[src/hdl/lsbv_pkg.sv]
// Constants shared by the lifecycle decoder and the certificate chain walker.
// Assumes a word-addressed fuse memory with 32-bit words.
package lsbv_pkg;
  localparam int          FUSE_AW          = 11;
  localparam int          HASH_W           = 128;
  localparam int          HASH_WORDS       = 4;
  localparam int          ADDR_W           = 32;
  localparam int          RSA_KEY_BITS     = 3072;   // Modulus size of the signature engine
  // Fuse word addresses
  localparam logic [10:0] FUSE_CM_FLAGS    = 11'h010;
  localparam logic [10:0] FUSE_DM_FLAGS    = 11'h021;
  localparam logic [10:0] FUSE_CM_ROOT     = 11'h011;  // Four words, 0x11-0x14
  localparam logic [10:0] FUSE_DM_ROOT     = 11'h015;  // Four words, 0x15-0x18
  // Device-maker flag word fields
  localparam int          DM_ZCNT_LSB      = 0;
  localparam int          DM_ZCNT_MSB      = 7;
  localparam int          DM_RA_FLAG_BIT   = 30;
  localparam int          CM_RA_FLAG_BIT   = 31;
  // Chain and component limits
  localparam logic [1:0]  CHAIN_LEN_MIN    = 2'h2;
  localparam logic [1:0]  CHAIN_LEN_MAX    = 2'h3;
  localparam logic [1:0]  MAX_COMPONENTS   = 2'h3;
  // Lifecycle state codes
  typedef enum logic [1:0] {
    LCS_CHIP_MAKER   = 2'h0,
    LCS_DEVICE_MAKER = 2'h1,
    LCS_DEPLOYED     = 2'h2,
    LCS_RETURN       = 2'h3
  } lsbv_lcs_e;
endpackage : lsbv_pkg

[src/hdl/lsbv_chain_if.sv]
// Carrier between the boot sequencer and the certificate chain walker.
// Assumes both ends share core_clk.
`timescale 1ns/1ps
interface lsbv_chain_if;
  import lsbv_pkg::*;
  logic              start;
  logic [HASH_W-1:0] rootHash;
  logic [1:0]        chainLen;
  logic              done;
  logic              pass;
  logic              certReq;
  logic [1:0]        certIdx;
  logic [HASH_W-1:0] keyHash;
  logic              keyHashValid;
  logic [HASH_W-1:0] nextHash;
  logic              sigReq;
  logic              sigDone;
  logic              sigOk;
  modport mgr (output start, rootHash, chainLen, keyHash, keyHashValid, nextHash, sigDone, sigOk,
               input done, pass, certReq, certIdx, sigReq);
  modport eng (input start, rootHash, chainLen, keyHash, keyHashValid, nextHash, sigDone, sigOk,
               output done, pass, certReq, certIdx, sigReq);
endinterface : lsbv_chain_if

[src/hdl/lsbv_chain.sv]
// Certificate chain walker: key-hash compare, signature check, hash hand-on.
// Assumes an outside hash and RSA engine answer certReq and sigReq.
`timescale 1ns/1ps
module lsbv_chain (
  input  wire logic  core_clk,
  input  wire logic  srst,
  lsbv_chain_if.eng  ch
);
  import lsbv_pkg::*;

  typedef enum logic [5:0] {
    C_IDLE = 6'h01,
    C_HASH = 6'h02,
    C_SIG  = 6'h04,
    C_PASS = 6'h08,
    C_FAIL = 6'h10,
    C_HOLD = 6'h20
  } lsbv_cst_e;

  lsbv_cst_e         state;
  logic [HASH_W-1:0] expHash;            // Hash the next certificate key must match
  logic [1:0]        idx;
  logic              certReq;
  logic              sigReq;

  // Decodes of the current step
  wire hashMatch = (ch.keyHash == expHash);
  wire lastCert  = (idx == ch.chainLen - 2'h1);
  wire lenOk     = (ch.chainLen == CHAIN_LEN_MIN) || (ch.chainLen == CHAIN_LEN_MAX);

  assign ch.certReq = certReq;
  assign ch.sigReq  = sigReq;
  assign ch.certIdx = idx;
  assign ch.done    = (state == C_PASS) || (state == C_FAIL);
  assign ch.pass    = (state == C_PASS);

  // Walk one certificate at a time; any mismatch ends in C_FAIL
  always_ff @(posedge core_clk) begin
    certReq <= 1'b0;
    sigReq  <= 1'b0;
    if (srst) begin
      state  <= C_IDLE;
      expHash <= '0;
      idx    <= 2'h0;
    end else begin
      case (state)
        C_IDLE, C_HOLD: if (ch.start) begin
          idx <= 2'h0;
          expHash <= ch.rootHash;
          if (lenOk) begin
            certReq <= 1'b1;
            state   <= C_HASH;
          end else state <= C_FAIL;
        end
        C_HASH: if (ch.keyHashValid) begin
          if (hashMatch) begin
            sigReq <= 1'b1;
            state  <= C_SIG;
          end else state <= C_FAIL;
        end
        C_SIG: if (ch.sigDone) begin
          if (!ch.sigOk) state <= C_FAIL;
          else if (lastCert) state <= C_PASS;
          else begin
            expHash <= ch.nextHash;
            idx     <= idx + 2'h1;
            certReq <= 1'b1;
            state   <= C_HASH;
          end
        end
        C_PASS, C_FAIL: state <= C_HOLD; // Result stands one cycle
        default: state <= C_IDLE;
      endcase
    end
  end
endmodule : lsbv_chain

[src/hdl/lsbv_top.sv]
// Lifecycle decode, debug and key gating, and authenticated boot sequencing.
// Assumes a fuse controller and crypto engine on core_clk with valid strobes.
`timescale 1ns/1ps

// What this block does
// - Flags 0x10 nonzero and 0x21 bits [7:0] zero decode device-maker state.
// - Flags 0x10 nonzero and 0x21 bits [7:0] nonzero decode deployed state.
// - Device-maker state keeps serial and scan debug ports enabled.
// - Deployed state blocks debug unless the image holds a verified debug certificate.
// - Deployed state always verifies the chain before loading anything.
// - Programmer writes device root hash and count; next power-on moves to deployed.
// - Return-analysis state replaces the unique key with fresh randomness each boot.
// - Return-analysis state invalidates both code-encryption keys.
// - Return-analysis state invalidates both provisioning keys.
// - Return-analysis state is terminal, debug open, crypto for test only.
// - Return-analysis entry needs both chip-maker and device-maker certificate flags.
// - Key hash compares with fuse root first, then with the saved hash.
// - Signature check with the certificate key follows the hash check.
// - Passing certificate hands its next hash on, except the last.
// - Chains of two or three certificates, walked in order.
// - Content certificate loops over load, storage address and size, three at most.
// - Both flag words zero is chip-maker state with all debug enabled.
module lsbv_top (
  input  wire logic                      core_clk,
  input  wire logic                      srst,
  // Fuse memory read port
  output logic [lsbv_pkg::FUSE_AW-1:0]   fuseAddr,
  output logic                           fuseRdEn,
  input  wire logic                      fuseRdValid,
  input  wire logic [31:0]               fuseRdData,
  // Image facts from the boot image loader
  input  wire logic [1:0]                imgChainLen,
  input  wire logic                      dbgCertOk,
  // Certificate engine
  output logic                           certReq,
  output logic [1:0]                     certIdx,
  input  wire logic [lsbv_pkg::HASH_W-1:0] keyHash,
  input  wire logic                      keyHashValid,
  input  wire logic [lsbv_pkg::HASH_W-1:0] nextHash,
  output logic                           sigReq,
  input  wire logic                      sigDone,
  input  wire logic                      sigOk,
  // Component table from the content certificate
  output logic                           compReq,
  output logic [1:0]                     compIdx,
  input  wire logic                      compValid,
  input  wire logic [1:0]                compCount,
  input  wire logic [lsbv_pkg::ADDR_W-1:0] compLoadAddr,
  input  wire logic [lsbv_pkg::ADDR_W-1:0] compStoreAddr,
  input  wire logic [lsbv_pkg::ADDR_W-1:0] compSize,
  // Component copy engine
  output logic                           loadReq,
  output logic [lsbv_pkg::ADDR_W-1:0]    loadAddr,
  output logic [lsbv_pkg::ADDR_W-1:0]    storeAddr,
  output logic [lsbv_pkg::ADDR_W-1:0]    loadSize,
  input  wire logic                      loadDone,
  // Lifecycle results
  output lsbv_pkg::lsbv_lcs_e            lifecycleState,
  output logic                           lcsValid,
  output logic                           serialDbgEn,
  output logic                           scanDbgEn,
  output logic                           hukUseRandom,
  output logic                           rngReq,
  output logic                           codeKeysValid,
  output logic                           provKeysValid,
  output logic                           cryptoTestOnly,
  output logic                           bootGo,
  output logic                           bootAbort
);
  import lsbv_pkg::*;

  typedef enum logic [8:0] {
    T_RD10   = 9'h001,
    T_RD21   = 9'h002,
    T_RDROOT = 9'h004,
    T_DECIDE = 9'h008,
    T_VERIFY = 9'h010,
    T_COMP   = 9'h020,
    T_LOAD   = 9'h040,
    T_RUN    = 9'h080,
    T_ABORT  = 9'h100
  } lsbv_tst_e;

  lsbv_tst_e         state;
  logic [31:0]       cmFlags;
  logic [31:0]       dmFlags;
  logic [HASH_W-1:0] rootHash;
  logic [1:0]        rootCnt;
  logic              chainStart;
  logic              chainPassed;
  logic [1:0]        compTotal;

  lsbv_chain_if chIf ();

  lsbv_chain u_chain (
    .core_clk (core_clk),
    .srst     (srst),
    .ch       (chIf.eng)
  );

  // Engine traffic rides the carrier; requests come from the walker's flops
  assign chIf.start        = chainStart;
  assign chIf.rootHash     = rootHash;
  assign chIf.chainLen     = imgChainLen;
  assign chIf.keyHash      = keyHash;
  assign chIf.keyHashValid = keyHashValid;
  assign chIf.nextHash     = nextHash;
  assign chIf.sigDone      = sigDone;
  assign chIf.sigOk        = sigOk;
  assign certReq           = chIf.certReq;
  assign certIdx           = chIf.certIdx;
  assign sigReq            = chIf.sigReq;

  // Lifecycle decode from the two flag words
  function automatic lsbv_lcs_e decodeLcs(input logic [31:0] cm, input logic [31:0] dm);
    if (dm[CM_RA_FLAG_BIT] && dm[DM_RA_FLAG_BIT]) decodeLcs = LCS_RETURN;
    else if (cm == 32'h0000_0000) decodeLcs = LCS_CHIP_MAKER;
    else if (dm[DM_ZCNT_MSB:DM_ZCNT_LSB] == 8'h00) decodeLcs = LCS_DEVICE_MAKER;
    else decodeLcs = LCS_DEPLOYED;
  endfunction : decodeLcs

  // Decode and gating as named wires
  wire lsbv_lcs_e next_lcs   = decodeLcs(cmFlags, dmFlags);
  wire            isReturn   = (next_lcs == LCS_RETURN);
  wire            isDeployed = (next_lcs == LCS_DEPLOYED);
  wire            needVerify = isDeployed || isReturn;
  wire            rootIsChip = isReturn && (dmFlags[DM_ZCNT_MSB:DM_ZCNT_LSB] == 8'h00);
  // Debug: open outside deployed, in deployed only with a verified debug certificate
  wire            next_dbg   = !isDeployed || dbgCertOk;
  wire [1:0]      compLimit  = (compTotal > MAX_COMPONENTS) ? MAX_COMPONENTS : compTotal;
  wire            compLast   = (compIdx + 2'h1 >= compLimit);
  wire            lastRoot   = (rootCnt == 2'(HASH_WORDS - 1));
  wire [FUSE_AW-1:0] rootBase = rootIsChip ? FUSE_CM_ROOT : FUSE_DM_ROOT;

  // Boot sequencer: fuse reads, decode, chain, component loop
  always_ff @(posedge core_clk) begin
    fuseRdEn   <= 1'b0;
    chainStart <= 1'b0;
    compReq    <= 1'b0;
    loadReq    <= 1'b0;
    rngReq     <= 1'b0;
    if (srst) begin
      state       <= T_RD10;
      fuseAddr    <= FUSE_CM_FLAGS;
      fuseRdEn    <= 1'b1;
      cmFlags     <= 32'h0000_0000;
      dmFlags     <= 32'h0000_0000;
      rootHash    <= '0;
      rootCnt     <= 2'h0;
      chainPassed <= 1'b0;
      compIdx     <= 2'h0;
      compTotal   <= 2'h0;
      loadAddr    <= '0;
      storeAddr   <= '0;
      loadSize    <= '0;
      bootGo      <= 1'b0;
      bootAbort   <= 1'b0;
    end else begin
      case (state)
        T_RD10: if (fuseRdValid) begin
          cmFlags  <= fuseRdData;
          fuseAddr <= FUSE_DM_FLAGS;
          fuseRdEn <= 1'b1;
          state    <= T_RD21;
        end
        T_RD21: if (fuseRdValid) begin
          dmFlags <= fuseRdData;
          state   <= T_DECIDE;
        end
        T_DECIDE: begin
          // State is taken once per reset; a fresh power-on re-decodes it
          rngReq <= isReturn;
          if (needVerify) begin
            fuseAddr <= rootBase;
            fuseRdEn <= 1'b1;
            rootCnt  <= 2'h0;
            state    <= T_RDROOT;
          end else begin
            bootGo <= 1'b1;
            state  <= T_RUN;
          end
        end
        T_RDROOT: if (fuseRdValid) begin
          rootHash <= {fuseRdData, rootHash[HASH_W-1:32]};
          if (lastRoot) begin
            chainStart <= 1'b1;
            state      <= T_VERIFY;
          end else begin
            rootCnt  <= rootCnt + 2'h1;
            fuseAddr <= fuseAddr + 11'h001;
            fuseRdEn <= 1'b1;
          end
        end
        T_VERIFY: if (chIf.done) begin
          if (chIf.pass) begin
            chainPassed <= 1'b1;
            compIdx     <= 2'h0;
            compReq     <= 1'b1;
            state       <= T_COMP;
          end else begin
            bootAbort <= 1'b1;
            state     <= T_ABORT;
          end
        end
        T_COMP: if (compValid) begin
          compTotal <= compCount;
          if (compCount == 2'h0) begin
            bootGo <= 1'b1;
            state  <= T_RUN;
          end else begin
            loadAddr  <= compLoadAddr;
            storeAddr <= compStoreAddr;
            loadSize  <= compSize;
            loadReq   <= 1'b1;
            state     <= T_LOAD;
          end
        end
        T_LOAD: if (loadDone) begin
          if (compLast) begin
            bootGo <= 1'b1;
            state  <= T_RUN;
          end else begin
            compIdx <= compIdx + 2'h1;
            compReq <= 1'b1;
            state   <= T_COMP;
          end
        end
        T_RUN, T_ABORT: state <= state; // Held until the next reset
        default: state <= T_ABORT;
      endcase
    end
  end

  // Lifecycle outputs: everything closed until decode, then set once; deployed debug then follows dbgCertOk
  always_ff @(posedge core_clk) begin
    if (srst) begin
      lifecycleState <= LCS_CHIP_MAKER;
      lcsValid       <= 1'b0;
      serialDbgEn    <= 1'b0;
      scanDbgEn      <= 1'b0;
      hukUseRandom   <= 1'b0;
      codeKeysValid  <= 1'b0;
      provKeysValid  <= 1'b0;
      cryptoTestOnly <= 1'b0;
    end else if (state == T_DECIDE) begin
      lifecycleState <= next_lcs;
      lcsValid       <= 1'b1;
      hukUseRandom   <= isReturn;
      codeKeysValid  <= !isReturn;
      provKeysValid  <= !isReturn;
      cryptoTestOnly <= isReturn;
      serialDbgEn    <= next_dbg;
      scanDbgEn      <= next_dbg;
    end else if (lcsValid && lifecycleState == LCS_DEPLOYED) begin
      // Late debug certificate result still opens the ports
      serialDbgEn <= dbgCertOk;
      scanDbgEn   <= dbgCertOk;
    end
  end
endmodule : lsbv_top

[config.mk]
export PLATFORM = sky130hd
export DESIGN_NAME = lsbv_top
export DESIGN_NICKNAME = d
export VERILOG_FILES = /design/src/hdl/lsbv_pkg.sv /design/src/hdl/lsbv_chain_if.sv /design/src/hdl/lsbv_chain.sv /design/src/hdl/lsbv_top.sv
export SDC_FILE = /design/constraint.sdc
export NUM_CORES = 1
export LEC_CHECK = 0
export ABC_AREA = 1
export BUFFER_PORTS_ARGS = -buffer_cell sky130_fd_sc_hd__buf_2
export CORE_ASPECT_RATIO = 0.5
export CORE_MARGIN = 2
export CORE_UTILIZATION = 35
export CTS_CLUSTER_DIAMETER = 120
export DETAILED_ROUTE_END_ITERATION = 12
export HOLD_SLACK_MARGIN = 0.08
export PLACE_DENSITY_LB_ADDON = 0.3
export SYNTH_ARGS = -nofsm -noshare
export SYNTH_HDL_FRONTEND = slang
export SYNTH_HIERARCHICAL = 1
export SYNTH_SLANG_ARGS = --single-unit
[constraint.sdc]
create_clock -name core_clk -period 4.4 [get_ports core_clk]
set_clock_uncertainty 0.1 [all_clocks]
set_input_delay 0.22 -clock core_clk [delete_from_list [all_inputs] [get_ports core_clk]]
set_output_delay 0.22 -clock core_clk [all_outputs]
set_load 0.01 [all_outputs]
==> metrics.txt <==
layout cells sized above 1=0.194; initial antenna violation count=7; Post-Route WL=69800 um; endpoints failing setup=0; DIE HEIGHT=170 um; Sw Share=0.325; Int Power=7.89 mW; Iteration-0 DRC Markers=1589; Final #Nets=3723; total CTS buffers=43; post_cts resized=0; CP Launch Type=flip-flop; Power Total=11.7 mW; post-route clock period utilization=0.613; first-pass detailed-route iteration total=6; Post-Synth Simple-Gate Area=0.251; worst vdd ir=0.403 mV; Syn Inst Count=2642; Num Clock Sinks=443; Hold Path Class=in -> reg; Compound-Gate Fraction of Synth Area=0.162; Post-CTS Setup Inserts=0; first-pass GRT wire length=105000 um; XOR/XNOR Fraction of Synth Area=0.0530; routed vias/inst=4.95; die width=336 um; Ys Warns=6; critical path data required time=4740 ps; final hold vios=0; asr flop ratio synth=0; htree depth=2; row count=60; crit-path max FO=4; Mapped Nets=3045; Root Driver=clkbuf_16; WP data arrival=3040 ps; critical path type=reg -> reg; clock-pin slew on the worst setup and hold paths=60 ps; max frequency=371 MHz; TNS Setup=0 ps; Critical Path End Type=flip-flop; # Max-Cap Violations=0; post-synthesis mux area share=0; via count=20306; P_sw=3.79 mW; TritonCTS clock tree=done; Longest Clk Path Bufs=3; mapped cell area=19300 sq um; fin crit period=2700 ps; Placeable Area=54100 sq um; number of remaining DRC errors=0; Worst Tran Pin Value=1070 ps; Gate power share=0.257; die area=57200 sq um; Pleak=11.4 nW; Seq pwr share=0.409; largest net degree at the start of global routing=152; post-synthesis sequential area ratio=0.459; post-synth cell types=39; Clock power frac=0.334; largest family of logic cells by synthesized area=simple AND/OR/NAND/NOR gates; Area Growth Syn to Fin=36.8%; worst hold slack=117 ps; Placer Congestion=0.886; Initial Utilization=0.357; Synth Flop Type=dfxtp_1; hold buffer count at CTS=269; Post-DP HPWL=46500 um; PD cells=442 nW/um^2; GRT Total Usage=0.231; Ports=525; Yosys reg bits=443; Final ANT Viol Nets=0; syn avg cell area=7.31 sq um; post-synthesis adder-cell area fraction=0.00389; slew margin rel.=0.284; status=complete, no violations; routed length per instance=17.0 um; vias in the first global route=19230; clock latency at the later pin of the worst-skew pair=570 ps; GRT overflow=0; Post-synth EDFFs=0; Max Slew Vio Count=0; RSZ-0062 raised after global routing=no; Port Buffers=524
## registers in the layout, summed over array words and instances (netlist names), 6 cells and up
register / flops
loadAddr: 32
chIf.rootHash: 128
dmFlags: 10
u_chain/state: 6
storeAddr: 32
cmFlags: 32
u_chain/expHash: 128
loadSize: 32
state: 9
fuseAddr: 11
## cell usage after synthesis, drive strengths merged, types with 2 or more instances
library cell,count,area share
nor2,505,0.10
nand2,480,0.094
dfxtp,443,0.46
o21ai,372,0.096
nor3,154,0.040
inv,137,0.027
a31oi,128,0.041
clkbuf,120,0.023
xnor2,115,0.052
buf,57,0.020
a211oi,43,0.017
nand3,33,0.0097
a21oi,21,0.0054
nand4,13,0.0050
ha,6,0.0039
nor4,3,0.0013
xor2,2,0.00091
## layer usage
layer	wire [um]	up-vias	global-route usage	share of wire
li1	-	10096	-	-
met2	34700	596	0.401	0.50
met1	28700	9426	0.282	0.41
met5	0	-	0	0
met4	3050	0	0.105	0.044
met3	3420	188	0.0385	0.049
## worst paths after layout
check | startpoint | cells past startpoint | slack (ps) | endpoint
worst max-delay path | state[7] | 8 | 1700 | compTotal[0]
worst min register to register | cmFlags[19] | 2 | 360 | cmFlags[19]
worst max register to register | state[7] | 8 | 1700 | compTotal[0]
worst min-delay path | srst | 3 | 120 | state[0]
## power by group through the flow
| stage | clock, mW | combinational (mW) | sequential (mW) |
|---|---|---|---|
| 6_report | 3.90 | 3.01 | 4.77 |
| 3_5_place_dp | 0 | 2.78 | 4.85 |
| 5_1_grt | 4.15 | 3.36 | 4.82 |
| 2_1_floorplan | 0 | 2.28 | 4.78 |
| 4_1_cts | 3.97 | 2.98 | 4.77 |
| 3_3_place_gp | 0 | 2.72 | 4.85 |
## cell usage in the layout, fill, tap and decap left out, drive strengths merged
cell,instances
a211oi,43
a21oi,21
a221oi,1
a31oi,128
buf,541
bufinv,4
clkbuf,59
clkinv,11
clkinvlp,2
dfxtp,443
diode,7
dlygate4sd3,269
ha,6
inv,141
nand2,480
nand3,33
nand3b,1
nand4,13
nor2,505
nor3,154
nor3b,1
nor4,3
o211a,1
o211ai,1
o21a,1
o21ai,372
o221ai,1
o22ai,1
or2,1
xnor2,115
xor2,2
## per-stage QoR
step                setup WS, ps  cells  area (sq um)   util
finish                      1700   4105         26400  0.488
global route                1490   4104         26400  0.488
CTS                         1770   4098         26400  0.488
detailed placement          1630   3750         22300  0.411
global placement            1640   3750         22300  0.411
floorplan                   2380   2642         19300      -
## layout make-up
class | instances | area (sq um)
Timing Repair Buffer | 810 | 5510
Tap cell | 744 | 931
Fill cell | 5268 | 27700
Clock buffer | 59 | 1230
Multi-Input combinational cell | 1884 | 9110
Clock inverter | 20 | 231
Sequential cell | 443 | 8870
Antenna cell | 7 | 17.5
Inverter | 138 | 534
## logic make-up (layout without fill, tap and decap cells)
group | Yosys count | in the layout
AND/OR/NAND/NOR | 1191 | 1191
flip-flops | 443 | 443
other | 0 | 7
buffers and inverters | 315 | 1027
adder cells (fa/ha/maj) | 6 | 6
XOR/XNOR | 117 | 117
AO/OA/AOI/OAI | 570 | 570
## worst max-delay path: stages, from the launching register on
cell,delay [ps]
dfxtp_1,340
inv_1,110
nand2_1,120
nor3_1,300
nand3_1,200
nor3_1,190
dlygate4sd3_1,590
nor3_1,50
dlygate4sd3_1,590
Note: power is estimated with default switching activity, not from simulation.
